File: src/design/xps_defines.svh
// Constants of the crosspoint switch configuration port: sizes, codes, reset values.
// Assumes inclusion by every design file that decodes codes or sizes the ranks.
//
// Contract
// - Serial field 0000-0111 selects that numbered input for its output.
// - Serial field 1000 grounds buffer input, buffer on/off unchanged.
// - Serial field 1001 enables the buffer and grounds its input.
// - All output buffers start disabled after reset.
// - Serial field 1010 disables buffer; second-rank entry then holds 1010.
// - Any serial field 1011-1111 blocks transfer into the second rank; the code blocks in serial mode only, so stale fields load in parallel mode.
// - Parallel: code bit three high means control code, low means input number.
// - Presented word is captured into the first rank on write strobe rise.
// - Transfer strobe rise copies first rank to second; all outputs change together.
// - A parallel write alters only the addressed output's first-rank entry.
// - Write strobe acts only with chip select high and inverted select low.
// - Edge select high: load on transfer rise; low: follow while strobe low.
// - Serial word is 32 bits, 4-bit fields MSB first, output zero first.
// - Parallel 1011 off, 1100 on, 1101 all off, 1110 all on, 1111 transfer.
`ifndef XPS_DEFINES_SVH
`define XPS_DEFINES_SVH

`define XPS_NUM_OUT 8
`define XPS_CODE_BITS 4
`define XPS_CHAIN_BITS 32

`define XPS_CODE_GROUND 4'h8
`define XPS_CODE_SER_ON 4'h9
`define XPS_CODE_SER_OFF 4'ha
`define XPS_CODE_PAR_OFF 4'hb
`define XPS_CODE_PAR_ON 4'hc
`define XPS_CODE_ALL_OFF 4'hd
`define XPS_CODE_ALL_ON 4'he
`define XPS_CODE_SW_XFER 4'hf
`define XPS_CODE_FIRST_BAD 4'hb

`define XPS_RST_CODE 4'h0
`define XPS_RST_EN 8'h00
`define XPS_RST_CHAIN 32'h0000_0000

`endif

File: src/design/xps_pkg.sv
// Types shared by the configuration port and its second-rank store.
// Assumes xps_defines.svh is on the include path.
`include "xps_defines.svh"

package xps_pkg;
    typedef logic [`XPS_CODE_BITS-1:0] xps_code_t;
    typedef xps_code_t [`XPS_NUM_OUT-1:0] xps_bank_t;
    typedef logic [`XPS_NUM_OUT-1:0] xps_mask_t;
endpackage

File: src/design/xps_rank_if.sv
// Link between the command decoder and the second-rank store.
// Assumes both ends run on clk_sys.
`timescale 1ns/10ps
`default_nettype none

interface xps_rank_if;
    import xps_pkg::*;
    logic load;
    xps_bank_t first_rank;
    xps_mask_t en_set;
    xps_mask_t en_clr;
    xps_bank_t code;
    xps_mask_t buf_en;
    xps_mask_t grounded;
    modport feed (output load, output first_rank, output en_set, output en_clr,
                  input code, input buf_en, input grounded);
    modport store (input load, input first_rank, input en_set, input en_clr,
                   output code, output buf_en, output grounded);
endinterface

`default_nettype wire

File: src/design/xps_config_port.sv
// Configuration port of an 8x8 video crosspoint: strobe-driven command decoder,
// first-rank chain and control of the second-rank store.
// Assumes all strobes and code pins are asynchronous to clk_sys and change slowly
// compared with the 10 ns clock; each pin passes two flip-flops before use.
`timescale 1ns/10ps
`default_nettype none

module xps_config_port
    import xps_pkg::*;
(
    input wire logic clk_sys,
    input wire logic reset,
    input wire logic interface_select,
    input wire logic write_strobe,
    input wire logic transfer_strobe,
    input wire logic transfer_edge_select,
    input wire logic chip_select,
    input wire logic chip_select_n,
    input wire logic [2:0] output_select_lines,
    input wire logic [3:0] code_lines,
    output logic code_line_one_out,
    output logic code_line_one_oe,
    output logic [23:0] video_route_sel,
    output logic [7:0] video_ground,
    output logic [7:0] buffer_enable
);
    localparam int PIN_W = 13;

    logic [PIN_W-1:0] pin_meta_r;
    logic [PIN_W-1:0] pin_sync_r;
    logic wr_prev_r;
    logic xfer_prev_r;
    logic ser_mode;
    logic wr_lvl;
    logic xfer_lvl;
    logic edge_sel;
    logic cs_hi;
    logic cs_lo_n;
    logic [2:0] out_sel;
    logic [3:0] code;
    logic wr_rise;
    logic xfer_rise;
    logic par_write;
    logic ser_write;
    logic sw_xfer;
    logic xfer_req;
    logic chain_bad;
    logic [`XPS_CHAIN_BITS-1:0] chain_r;
    logic [`XPS_CHAIN_BITS-1:0] chain_nxt;
    logic ser_out_r;

    xps_rank_if rk_if ();

    xps_rank u_rank (
        .clk_sys(clk_sys),
        .reset(reset),
        .rk(rk_if.store)
    );

    // Two-stage synchronisers; only the second stage feeds logic
    always_ff @(posedge clk_sys) begin
        if (reset) begin
            pin_meta_r <= '0;
            pin_sync_r <= '0;
        end else begin
            pin_meta_r <= {interface_select, write_strobe, transfer_strobe, transfer_edge_select,
                           chip_select, chip_select_n, output_select_lines, code_lines};
            pin_sync_r <= pin_meta_r;
        end
    end

    assign ser_mode = pin_sync_r[12];
    assign wr_lvl = pin_sync_r[11];
    assign xfer_lvl = pin_sync_r[10];
    assign edge_sel = pin_sync_r[9];
    assign cs_hi = pin_sync_r[8];
    assign cs_lo_n = pin_sync_r[7];
    assign out_sel = pin_sync_r[6:4];
    assign code = pin_sync_r[3:0];

    // Edge memories start high, but the synchronisers reset low, so a strobe already high at reset release still gives one edge
    always_ff @(posedge clk_sys) begin
        if (reset) begin
            wr_prev_r <= 1'b1;
            xfer_prev_r <= 1'b1;
        end else begin
            wr_prev_r <= wr_lvl;
            xfer_prev_r <= xfer_lvl;
        end
    end

    // Chip selects gate the write strobe edge itself
    assign wr_rise = wr_lvl && !wr_prev_r && cs_hi && !cs_lo_n;
    assign xfer_rise = xfer_lvl && !xfer_prev_r;
    assign par_write = wr_rise && !ser_mode;
    assign ser_write = wr_rise && ser_mode;

    // Code bit three picks control code versus input number
    assign sw_xfer = par_write && code == `XPS_CODE_SW_XFER;

    // First rank: serial shifting through the whole chain, or one addressed entry
    always_comb begin
        chain_nxt = chain_r;
        if (ser_write) begin
            // Data in on code bit zero, fields arrive MSB first, output zero first
            chain_nxt = {chain_r[`XPS_CHAIN_BITS-2:0], code[0]};
        end else if (par_write && (!code[3] || code == `XPS_CODE_GROUND)) begin
            // Only the addressed entry changes route or ground codes
            chain_nxt[(`XPS_NUM_OUT - 1 - out_sel) * `XPS_CODE_BITS +: `XPS_CODE_BITS] = code;
        end
    end

    always_ff @(posedge clk_sys) begin
        if (reset) begin
            chain_r <= `XPS_RST_CHAIN;
        end else begin
            chain_r <= chain_nxt;
        end
    end

    // Bit leaving the far end of the chain drives the cascade output
    always_ff @(posedge clk_sys) begin
        if (reset) begin
            ser_out_r <= 1'b0;
        end else if (ser_write) begin
            ser_out_r <= chain_r[`XPS_CHAIN_BITS-1];
        end
    end

    assign code_line_one_out = ser_out_r;
    assign code_line_one_oe = ser_mode;

    // Map chain fields to outputs: field of output zero sits at the top
    genvar gi;
    generate
        for (gi = 0; gi < `XPS_NUM_OUT; gi++) begin : g_field
            assign rk_if.first_rank[gi] =
                chain_r[(`XPS_NUM_OUT - 1 - gi) * `XPS_CODE_BITS +: `XPS_CODE_BITS];
        end
    endgenerate

    // Serial codes 1011 and up inhibit the second-rank transfer
    always_comb begin
        chain_bad = 1'b0;
        for (int i = 0; i < `XPS_NUM_OUT; i++) begin
            if (rk_if.first_rank[i] >= `XPS_CODE_FIRST_BAD) begin
                chain_bad = 1'b1;
            end
        end
    end

    // Edge mode loads on the rise; level mode follows while the strobe is low
    // The software transfer pulse stands in for a strobe pulse
    assign xfer_req = (edge_sel ? xfer_rise : !xfer_lvl) || sw_xfer;
    // A parallel first rank never holds 1011 and up, so the inhibit only bites in
    // serial mode; after a mode switch, stale serial codes 1011 and up load without blocking
    assign rk_if.load = xfer_req && !(ser_mode && chain_bad);

    // Parallel enable commands act at once on the buffers
    always_comb begin
        rk_if.en_set = '0;
        rk_if.en_clr = '0;
        if (par_write) begin
            unique case (code)
                `XPS_CODE_PAR_OFF: rk_if.en_clr[out_sel] = 1'b1;
                `XPS_CODE_PAR_ON: rk_if.en_set[out_sel] = 1'b1;
                `XPS_CODE_ALL_OFF: rk_if.en_clr = '1;
                `XPS_CODE_ALL_ON: rk_if.en_set = '1;
                default: ;
            endcase
        end
    end

    // Outputs come straight from second-rank flip-flops
    generate
        for (gi = 0; gi < `XPS_NUM_OUT; gi++) begin : g_drive
            // Input number for codes 0000-0111
            assign video_route_sel[gi*3 +: 3] = rk_if.code[gi][2:0];
        end
    endgenerate

    assign video_ground = rk_if.grounded;
    assign buffer_enable = rk_if.buf_en;
endmodule

`default_nettype wire

File: src/design/xps_rank.sv
// Second-rank registers with buffer enables and ground flags.
// Assumes load is already cleared of blocking codes in serial mode; in level mode it stays high while the strobe is low.
`timescale 1ns/10ps
`default_nettype none

module xps_rank
    import xps_pkg::*;
(
    input wire logic clk_sys,
    input wire logic reset,
    xps_rank_if.store rk
);
    genvar gi;
    generate
        for (gi = 0; gi < `XPS_NUM_OUT; gi++) begin : g_out
            always_ff @(posedge clk_sys) begin
                if (reset) begin
                    rk.code[gi] <= `XPS_RST_CODE;
                    rk.grounded[gi] <= 1'b0;
                end else if (rk.load) begin
                    // Entry keeps the raw code, so a disable leaves 1010 behind
                    rk.code[gi] <= rk.first_rank[gi];
                    rk.grounded[gi] <= rk.first_rank[gi][3];
                end
            end

            always_ff @(posedge clk_sys) begin
                if (reset) begin
                    rk.buf_en[gi] <= 1'b0;
                end else if (rk.load && rk.first_rank[gi] == `XPS_CODE_SER_ON) begin
                    rk.buf_en[gi] <= 1'b1;
                end else if (rk.load && rk.first_rank[gi] == `XPS_CODE_SER_OFF) begin
                    rk.buf_en[gi] <= 1'b0;
                end else if (rk.en_set[gi]) begin
                    rk.buf_en[gi] <= 1'b1;
                end else if (rk.en_clr[gi]) begin
                    rk.buf_en[gi] <= 1'b0;
                end
            end
        end
    endgenerate
endmodule

`default_nettype wire

File: config.mk
export PLATFORM = sky130hd
export DESIGN_NAME = xps_config_port
export DESIGN_NICKNAME = d
export VERILOG_FILES = /design/src/design/xps_pkg.sv /design/src/design/xps_rank_if.sv /design/src/design/xps_config_port.sv /design/src/design/xps_rank.sv
export VERILOG_INCLUDE_DIRS = /design/src /design/src/design
export SDC_FILE = /design/constraint.sdc
export NUM_CORES = 1
export LEC_CHECK = 0
export ABC_AREA = 1
export BUFFER_PORTS_ARGS = -buffer_cell sky130_fd_sc_hd__buf_2
export CAP_MARGIN = 0
export CORE_MARGIN = 5
export CORE_UTILIZATION = 45
export CTS_BUF_LIST = sky130_fd_sc_hd__clkbuf_16
export DETAILED_ROUTE_END_ITERATION = 16
export GPL_ROUTABILITY_DRIVEN = 0
export PLACE_DENSITY = 0.69
export RECOVER_POWER = 25
export SETUP_SLACK_MARGIN = 0.02
export SLEW_MARGIN = 20
export SYNTH_ARGS = -nofsm -noshare
export SYNTH_HDL_FRONTEND = slang
export SYNTH_HIERARCHICAL = 1
export SYNTH_SLANG_ARGS = --single-unit
File: constraint.sdc
create_clock -name clk_sys -period 2.22 [get_ports clk_sys]
set_clock_uncertainty 0.2 [all_clocks]
set_input_delay 0.222 -clock clk_sys [delete_from_list [all_inputs] [get_ports clk_sys]]
set_output_delay 0.222 -clock clk_sys [all_outputs]
set_load 0.02 [all_outputs]
==> key figures, run 1 <==
Status
  • Status: finished with violations
  • Failing checks: max-capacitance violations, max-slew violations

Global routing
  • First-pass GRT wire length: a little over 20 mm
  • Initial antenna violation count: 0
  • Vias in the first global route: 4302
  • Largest net degree at the start of global routing: 68
  • Overflow after GRT: 0
  • GRT Util Overall: between 10% and 20%

Placement
  • Post-Place Cell Area: 5280 µm²
  • Inst Count DP: between 900 and 1k
  • Hpwl dp: about 9 mm
  • IO buf count: 56

Clock tree
  • Root Buffer: clkbuf_16
  • H-tree Lvls: 3
  • CTS sink count: 101
  • Num CTS Buffers: 9
  • Clock-pin slew on the worst setup and hold paths: about 70 ps
  • Clock Latency Late Sink: 340 ps
  • Clock buffer depth: 2
  • TritonCTS clock tree: done

Routing
  • Met3 WL post-DR: ~710 µm
  • Wl on met1: between 5 and 6 mm
  • Pre-antenna DRT Iters: 5
  • Vias: between 4k and 5k
  • Routed length per instance: ~14 µm
  • Routed length on met2: 5.99 mm
  • Detailed Route Iter0 Violations: between 400 and 500
  • Top Layer Used: met4
  • # DRC: 0
  • Vias per inst: between 4 and 5
  • Detailed Route WL: 12.8 mm
  • Post-route ant nets: 0

Setup path
  • FF-to-FF Start: chain_r[29]
  • Worst EP arrival: about 2200 ps
  • WP data required: 2300 ps
  • Critical setup path kind: reg2reg
  • R2R depth: 11
  • CP endpoint kind: flop
  • CP Max Fanout: 11
  • R2R Setup Slk: a little under 70 ps
  • CP Launch Type: flop
  • R2R Path End: u_rank/rk.buf_en[2]

Logic synthesis
  • Number of synthesized register bits: approximately 100
  • Syn. warnings: 6
  • Cell variety after synth: 34
  • Largest area contributor in the netlist: dfxtp_1
  • Post-synthesis sequential area ratio: 41.5%
  • Gate Count Post-Synth: 722
  • Syn_area_per_cell: slightly below 7 µm²
  • Synth Cell Area: approximately 4900 µm²
  • Post-synthesis net count: approximately 740
  • Synth top area share: between 40% and 50%
  • Largest cells by area after synthesis: dfxtp_1 (41%), nand2_1 (16%), nor2_1 (9.9%), inv_1 (6.4%), a21oi_1 (6.1%)

STA
  • Slew headroom: -4.85%
  • Worst slew pin tran: around 1600 ps
  • Max Fclk: 0.465 GHz
  • Final hold violations: 0
  • Post-layout min period: ~2200 ps
  • Hold slack: 159 ps
  • Final Setup Violations: 0
  • Tcrit/Tclk final: 96.9%
  • Setup TNS Final: 0 ps
  • Max-slew violation count: 35

Cells and area
  • Nets: ~820
  • Ant. Diodes: 0
  • Post-route cell area: a little under 6000 µm²
  • Register Area: 2050 µm²
  • Multi-input logic area: about 2400 µm²
  • Commonest non-fill, non-tap cell in the layout: nand2_1
  • Layout area overhead: 20.8%
  • # fillers: between 1k and 1.5k
  • Final design utilization: 54.8%
  • Share of cells above drive strength 1: 20.4%
  • Commonest cells after routing, fill and taps aside: nand2_1 (200), nor2_1 (124), dfxtp_1 (86), inv_1 (78), a21oi_1 (53)
  • Post-route insts no fill: ~940

Die
  • Die Ht: approximately 110 µm
  • Core area: around 11000 µm²
  • # IOs: 57
  • Initial core utilization: 45.4%
  • FP Rows: 38
  • Die X: between 100 and 150 µm
  • DIE AREA: 13000 µm²

Power and ir drop
  • Power Dens Cells: 604 nW/µm²
  • Maximum vdd drop: about 0.00042 V
  • Leak pwr: between 2 and 3 nW

Job
  • Max-Cap Viols: 1

Hold path
  • Cells on Worst Hold Path: 3
  • Worst Hold Path EP: u_rank/rk.buf_en[1]
  • Min-Delay Startpoint: reset
  • Worst hold path type: in2reg
cell usage after synthesis, drive strengths merged:
master	count
o22ai	11
a21oi	64
o21ai	18
inv	93
nor3	9
nor4	1
o21bai	11
clkbuf	7
nand2	218
or2	1
nand4	5
o21a	1
nor2	131
dfxtp	101
buf	25
nand3	15
ha	2
a211oi	8
nand3b	1
critical path, stage by stage, from the launching register on:
cell,delay [ps]
dfxtp_1,360
a21oi_2,210
o21ai_0,110
nor2_2,120
nand2_2,80
a21oi_4,320
buf_12,150
clkbuf_16,150
nand2_2,70
nor2_1,100
nand2_1,80
a21oi_2,140
cell families (layout without fill, tap and decap cells):
kind of cell | after synthesis | after routing | share of synthesized area, %
AND/OR/NAND/NOR | 381 | 381 | 33.0
buffers and inverters | 125 | 205 | 11.5
AO/OA/AOI/OAI | 113 | 113 | 13.5
flip-flops | 101 | 101 | 41.5
adder cells (fa/ha/maj) | 2 | 2 | 0.513
where the power goes:
part           total, mW  internal [mW]  switching, mW
Sequential          1.86           1.84         0.0190
Combinational      0.287          0.120          0.167
Clock               1.42          0.742          0.674
Total               3.56           2.70          0.860
stage by stage:
step,total power [mW],setup slack [ps]
after detailed placement,2.14,96.8
after floorplan,2.07,315
final,3.56,67.8
after global placement,2.13,120
after global routing,3.69,-56.6
after CTS,3.55,69.0
registers in the layout (all words and copies together) (netlist names):
name,count
u_rank/rk.buf_en,8
pin_sync_r,13
wr_prev_r,1
pin_meta_r,13
u_rank/rk.code,32
chain_r,32
code_line_one_out,1
xfer_prev_r,1
how the worst max path moves through the flow:
| stage | slack [ps] | from | to |
|---|---|---|---|
| 2_1_floorplan | 310 | pin_sync_r[12] | u_rank/rk.buf_en[3] |
| 3_3_place_gp | 120 | pin_sync_r[5] | chain_r[0] |
| 3_5_place_dp | 100 | pin_sync_r[5] | chain_r[0] |
| 4_1_cts | 70 | pin_sync_r[5] | chain_r[3] |
| 5_1_grt | -60 | chain_r[29] | u_rank/rk.buf_en[2] |
| 6_report | 70 | chain_r[29] | u_rank/rk.buf_en[2] |
what timing repair did:
action / 4_1_cts / 5_1_grt
hold endpoints to repair: 13 / 0
hold buffers: 13 / 0
gates resized for setup: 0 / 45
setup endpoints to repair: 0 / 26
setup buffers: 0 / 10
per-layer routing:
metal  vias up  GRT usage [%]
met3        36           3.59
li1       2392              -
met1      2044           25.0
met4         0           9.34
met2       176           32.7
met5         -              0
final cells by class:
type,count,share of cell area (%)
multi-input cells,496,39.9
repair buffers,98,12.0
clock inverters,5,0.531
well taps,140,2.97
clock buffers,9,3.82
flip-flops and latches,101,34.8
inverters,93,5.92
(Power assumes the default switching activity.)
==> run 2: changes to the inputs <==
--- a/config.mk
+++ b/config.mk
@@ -7,6 +7,7 @@
 export NUM_CORES = 1
 export LEC_CHECK = 0
 export ABC_AREA = 1
+export ABC_CLOCK_PERIOD_IN_PS = 2220
 export BUFFER_PORTS_ARGS = -buffer_cell sky130_fd_sc_hd__buf_2
 export CAP_MARGIN = 0
 export CORE_MARGIN = 5
@@ -15,7 +16,7 @@
 export DETAILED_ROUTE_END_ITERATION = 16
 export GPL_ROUTABILITY_DRIVEN = 0
 export PLACE_DENSITY = 0.69
-export RECOVER_POWER = 25
+export RECOVER_POWER = 50
 export SETUP_SLACK_MARGIN = 0.02
 export SLEW_MARGIN = 20
 export SYNTH_ARGS = -nofsm -noshare
==> key figures, run 2 (synthesis results as in run 1) <==
Die
  • Die X: 114 µm (unchanged)
  • Die Ht: 114 µm (unchanged)
  • Initial core utilization: 45.4% (unchanged)
  • FP Rows: 38 (unchanged)
  • # IOs: 57 (unchanged)
  • DIE AREA: 13000 µm² (unchanged)
  • Core area: 10700 µm² (unchanged)

Setup path
  • CP endpoint kind: flop
  • CP Launch Type: flop
  • R2R Setup Slk: 70 ps (about the same)
  • R2R depth: 11 (unchanged)
  • CP cell instances: a21oi_2 -> o21ai_0 -> nor2_2 -> nand2_2 -> a21oi_4 -> buf_12 -> clkbuf_16 -> nand2_2 -> nor2_1 -> nand2_1 -> a21oi_2
  • FF-to-FF Start: chain_r[29]
  • Critical setup path kind: reg2reg
  • Max incr delay on CP: 360 ps (about the same)
  • Worst EP arrival: 2230 ps (about the same)
  • Slowest-stage cell, CP: dfxtp_1
  • CP Max Fanout: 11 (unchanged)
  • WP data required: 2300 ps (about the same)
  • Critical path launch point: chain_r[29]

STA
  • Tcrit/Tclk final: 96.9% (about the same)
  • Final hold violations: 0 (unchanged)
  • Worst slew pin tran: 1570 ps (-0.451 ps)
  • Hold slack: 156 ps (-2.63 ps)
  • Post-layout min period: 2150 ps (-0.747 ps)
  • Final Setup Violations: 0 (unchanged)
  • Max Fclk: 0.465 GHz (about the same)
  • Max-slew violation count: 35 (unchanged)
  • Slew headroom: -4.82% (+0.030 points)

Clock tree
  • Clock Latency Late Sink: 350 ps (about the same)
  • Num CTS Buffers: 9 (unchanged)
  • CTS sink count: 101 (unchanged)
  • Clock-pin slew on the worst setup and hold paths: 70 ps (about the same)
  • H-tree Lvls: 3 (unchanged)
  • TritonCTS clock tree: done
  • Root Buffer: clkbuf_16
  • Clock buffer depth: 2 (unchanged)

Routing
  • Post-route ant nets: 0 (unchanged)
  • Routed length per instance: 13.7 µm (+0.62%)
  • Pre-antenna DRT Iters: 5 (unchanged)
  • # DRC: 0 (unchanged)
  • Detailed Route Iter0 Violations: 450 (-3.6%)
  • Vias per inst: 4.92 (-0.19%)
  • Detailed Route WL: 12.9 mm (+0.62%)
  • Vias: 4639 (-0.19%)

Global routing
  • Initial antenna violation count: 0 (unchanged)
  • Overflow after GRT: 0 (unchanged)
  • Vias in the first global route: 4302 (unchanged)
  • GRT Util Overall: 19.8% (unchanged)
  • First-pass GRT wire length: 20.8 mm (unchanged)
  • Largest net degree at the start of global routing: 68 (unchanged)

Placement
  • IO buf count: 56 (unchanged)
  • Hpwl dp: 8.98 mm (unchanged)

Cells and area
  • Layout area overhead: 19.9%
  • Top Registers: chain_r x32, u_rank/rk.code x32
  • Commonest non-fill, non-tap cell in the layout: nand2_1
  • Final design utilization: 54.4% (-0.40 points)
  • Nets: 816 (unchanged)
  • Commonest cells after routing, fill and taps aside: nand2_1 (200), nor2_1 (124), dfxtp_1 (86), inv_1 (78), a21oi_1 (53)
  • # fillers: 1042 (+1.9%)
  • Ant. Diodes: 0 (unchanged)
  • Share of cells above drive strength 1: 16.2% (-4.2 points)

Status
  • Status: finished with violations
  • Failing checks: max-capacitance violations, max-slew violations

Power and ir drop
  • Power Dens Cells: 609 nW/µm² (+0.74%)
  • Leak pwr: 2.60 nW (-5.4%)
  • Maximum vdd drop: 0.000416 V (-0.21%)

Hold path
  • Cells on Worst Hold Path: 3 (unchanged)
  • Min-Delay Startpoint: reset
  • Worst hold path type: in2reg

Job
  • Max-Cap Viols: 1 (unchanged)
run 2: cell type report:
cell class | count | area (µm²) | area share (%)
sequential | 101 | 2050 | 35.1
multi-input combinational | 496 | 2350 | 40.2
tap | 140 | 175 | 2.99
timing repair buffer | 98 | 664 | 11.4
clock buffer | 9 | 225 | 3.85
inverter | 93 | 349 | 5.97
clock inverter | 5 | 31.3 | 0.535
run 2: worst max-delay path, delay by kind of cell, from the launching register on:
kind	cells	cell delay [ps]
compound gates	4	780
simple gates	5	450
buf+inv	2	300
flops	1	360
run 2: per-layer routing:
| layer | track usage [%] | part of all wire [%] | wire, µm |
|---|---|---|---|
| met3 | 3.59 | 6.7 | 858 |
| met5 | 0 | 0 | 0 |
| met4 | 9.34 | 3.7 | 478 |
| met2 | 32.7 | 47 | 6020 |
| met1 | 25.0 | 43 | 5530 |
run 2: worst paths after layout:
path / endpoint
max: u_rank/rk.buf_en[2]
min: u_rank/rk.buf_en[1]
max reg2reg: u_rank/rk.buf_en[2]
min reg2reg: pin_sync_r[5]
run 2: what timing repair did:
action                     CTS  global route
hold buffers                13             0
hold endpoints to repair    13             0
setup buffers                0            10
gates resized for setup      0            45
setup endpoints to repair    0            26
run 2: report_power, final:
part           switching [mW]  internal [mW]
clock                   0.676          0.742
combinational           0.167          0.118
sequential             0.0193           1.84
run 2: stage by stage:
stage	cell area, µm²	total power, mW	setup TNS (ps)	instances	worst slack [ps]
final	5850	3.56	0	942	68.5
after global routing	5850	3.69	-56.6	942	-56.6
after detailed placement	5280	2.14	0	903	96.8
after CTS	5670	3.55	0	930	69.0
after floorplan	4880	2.07	0	722	315
after global placement	5280	2.13	0	903	120
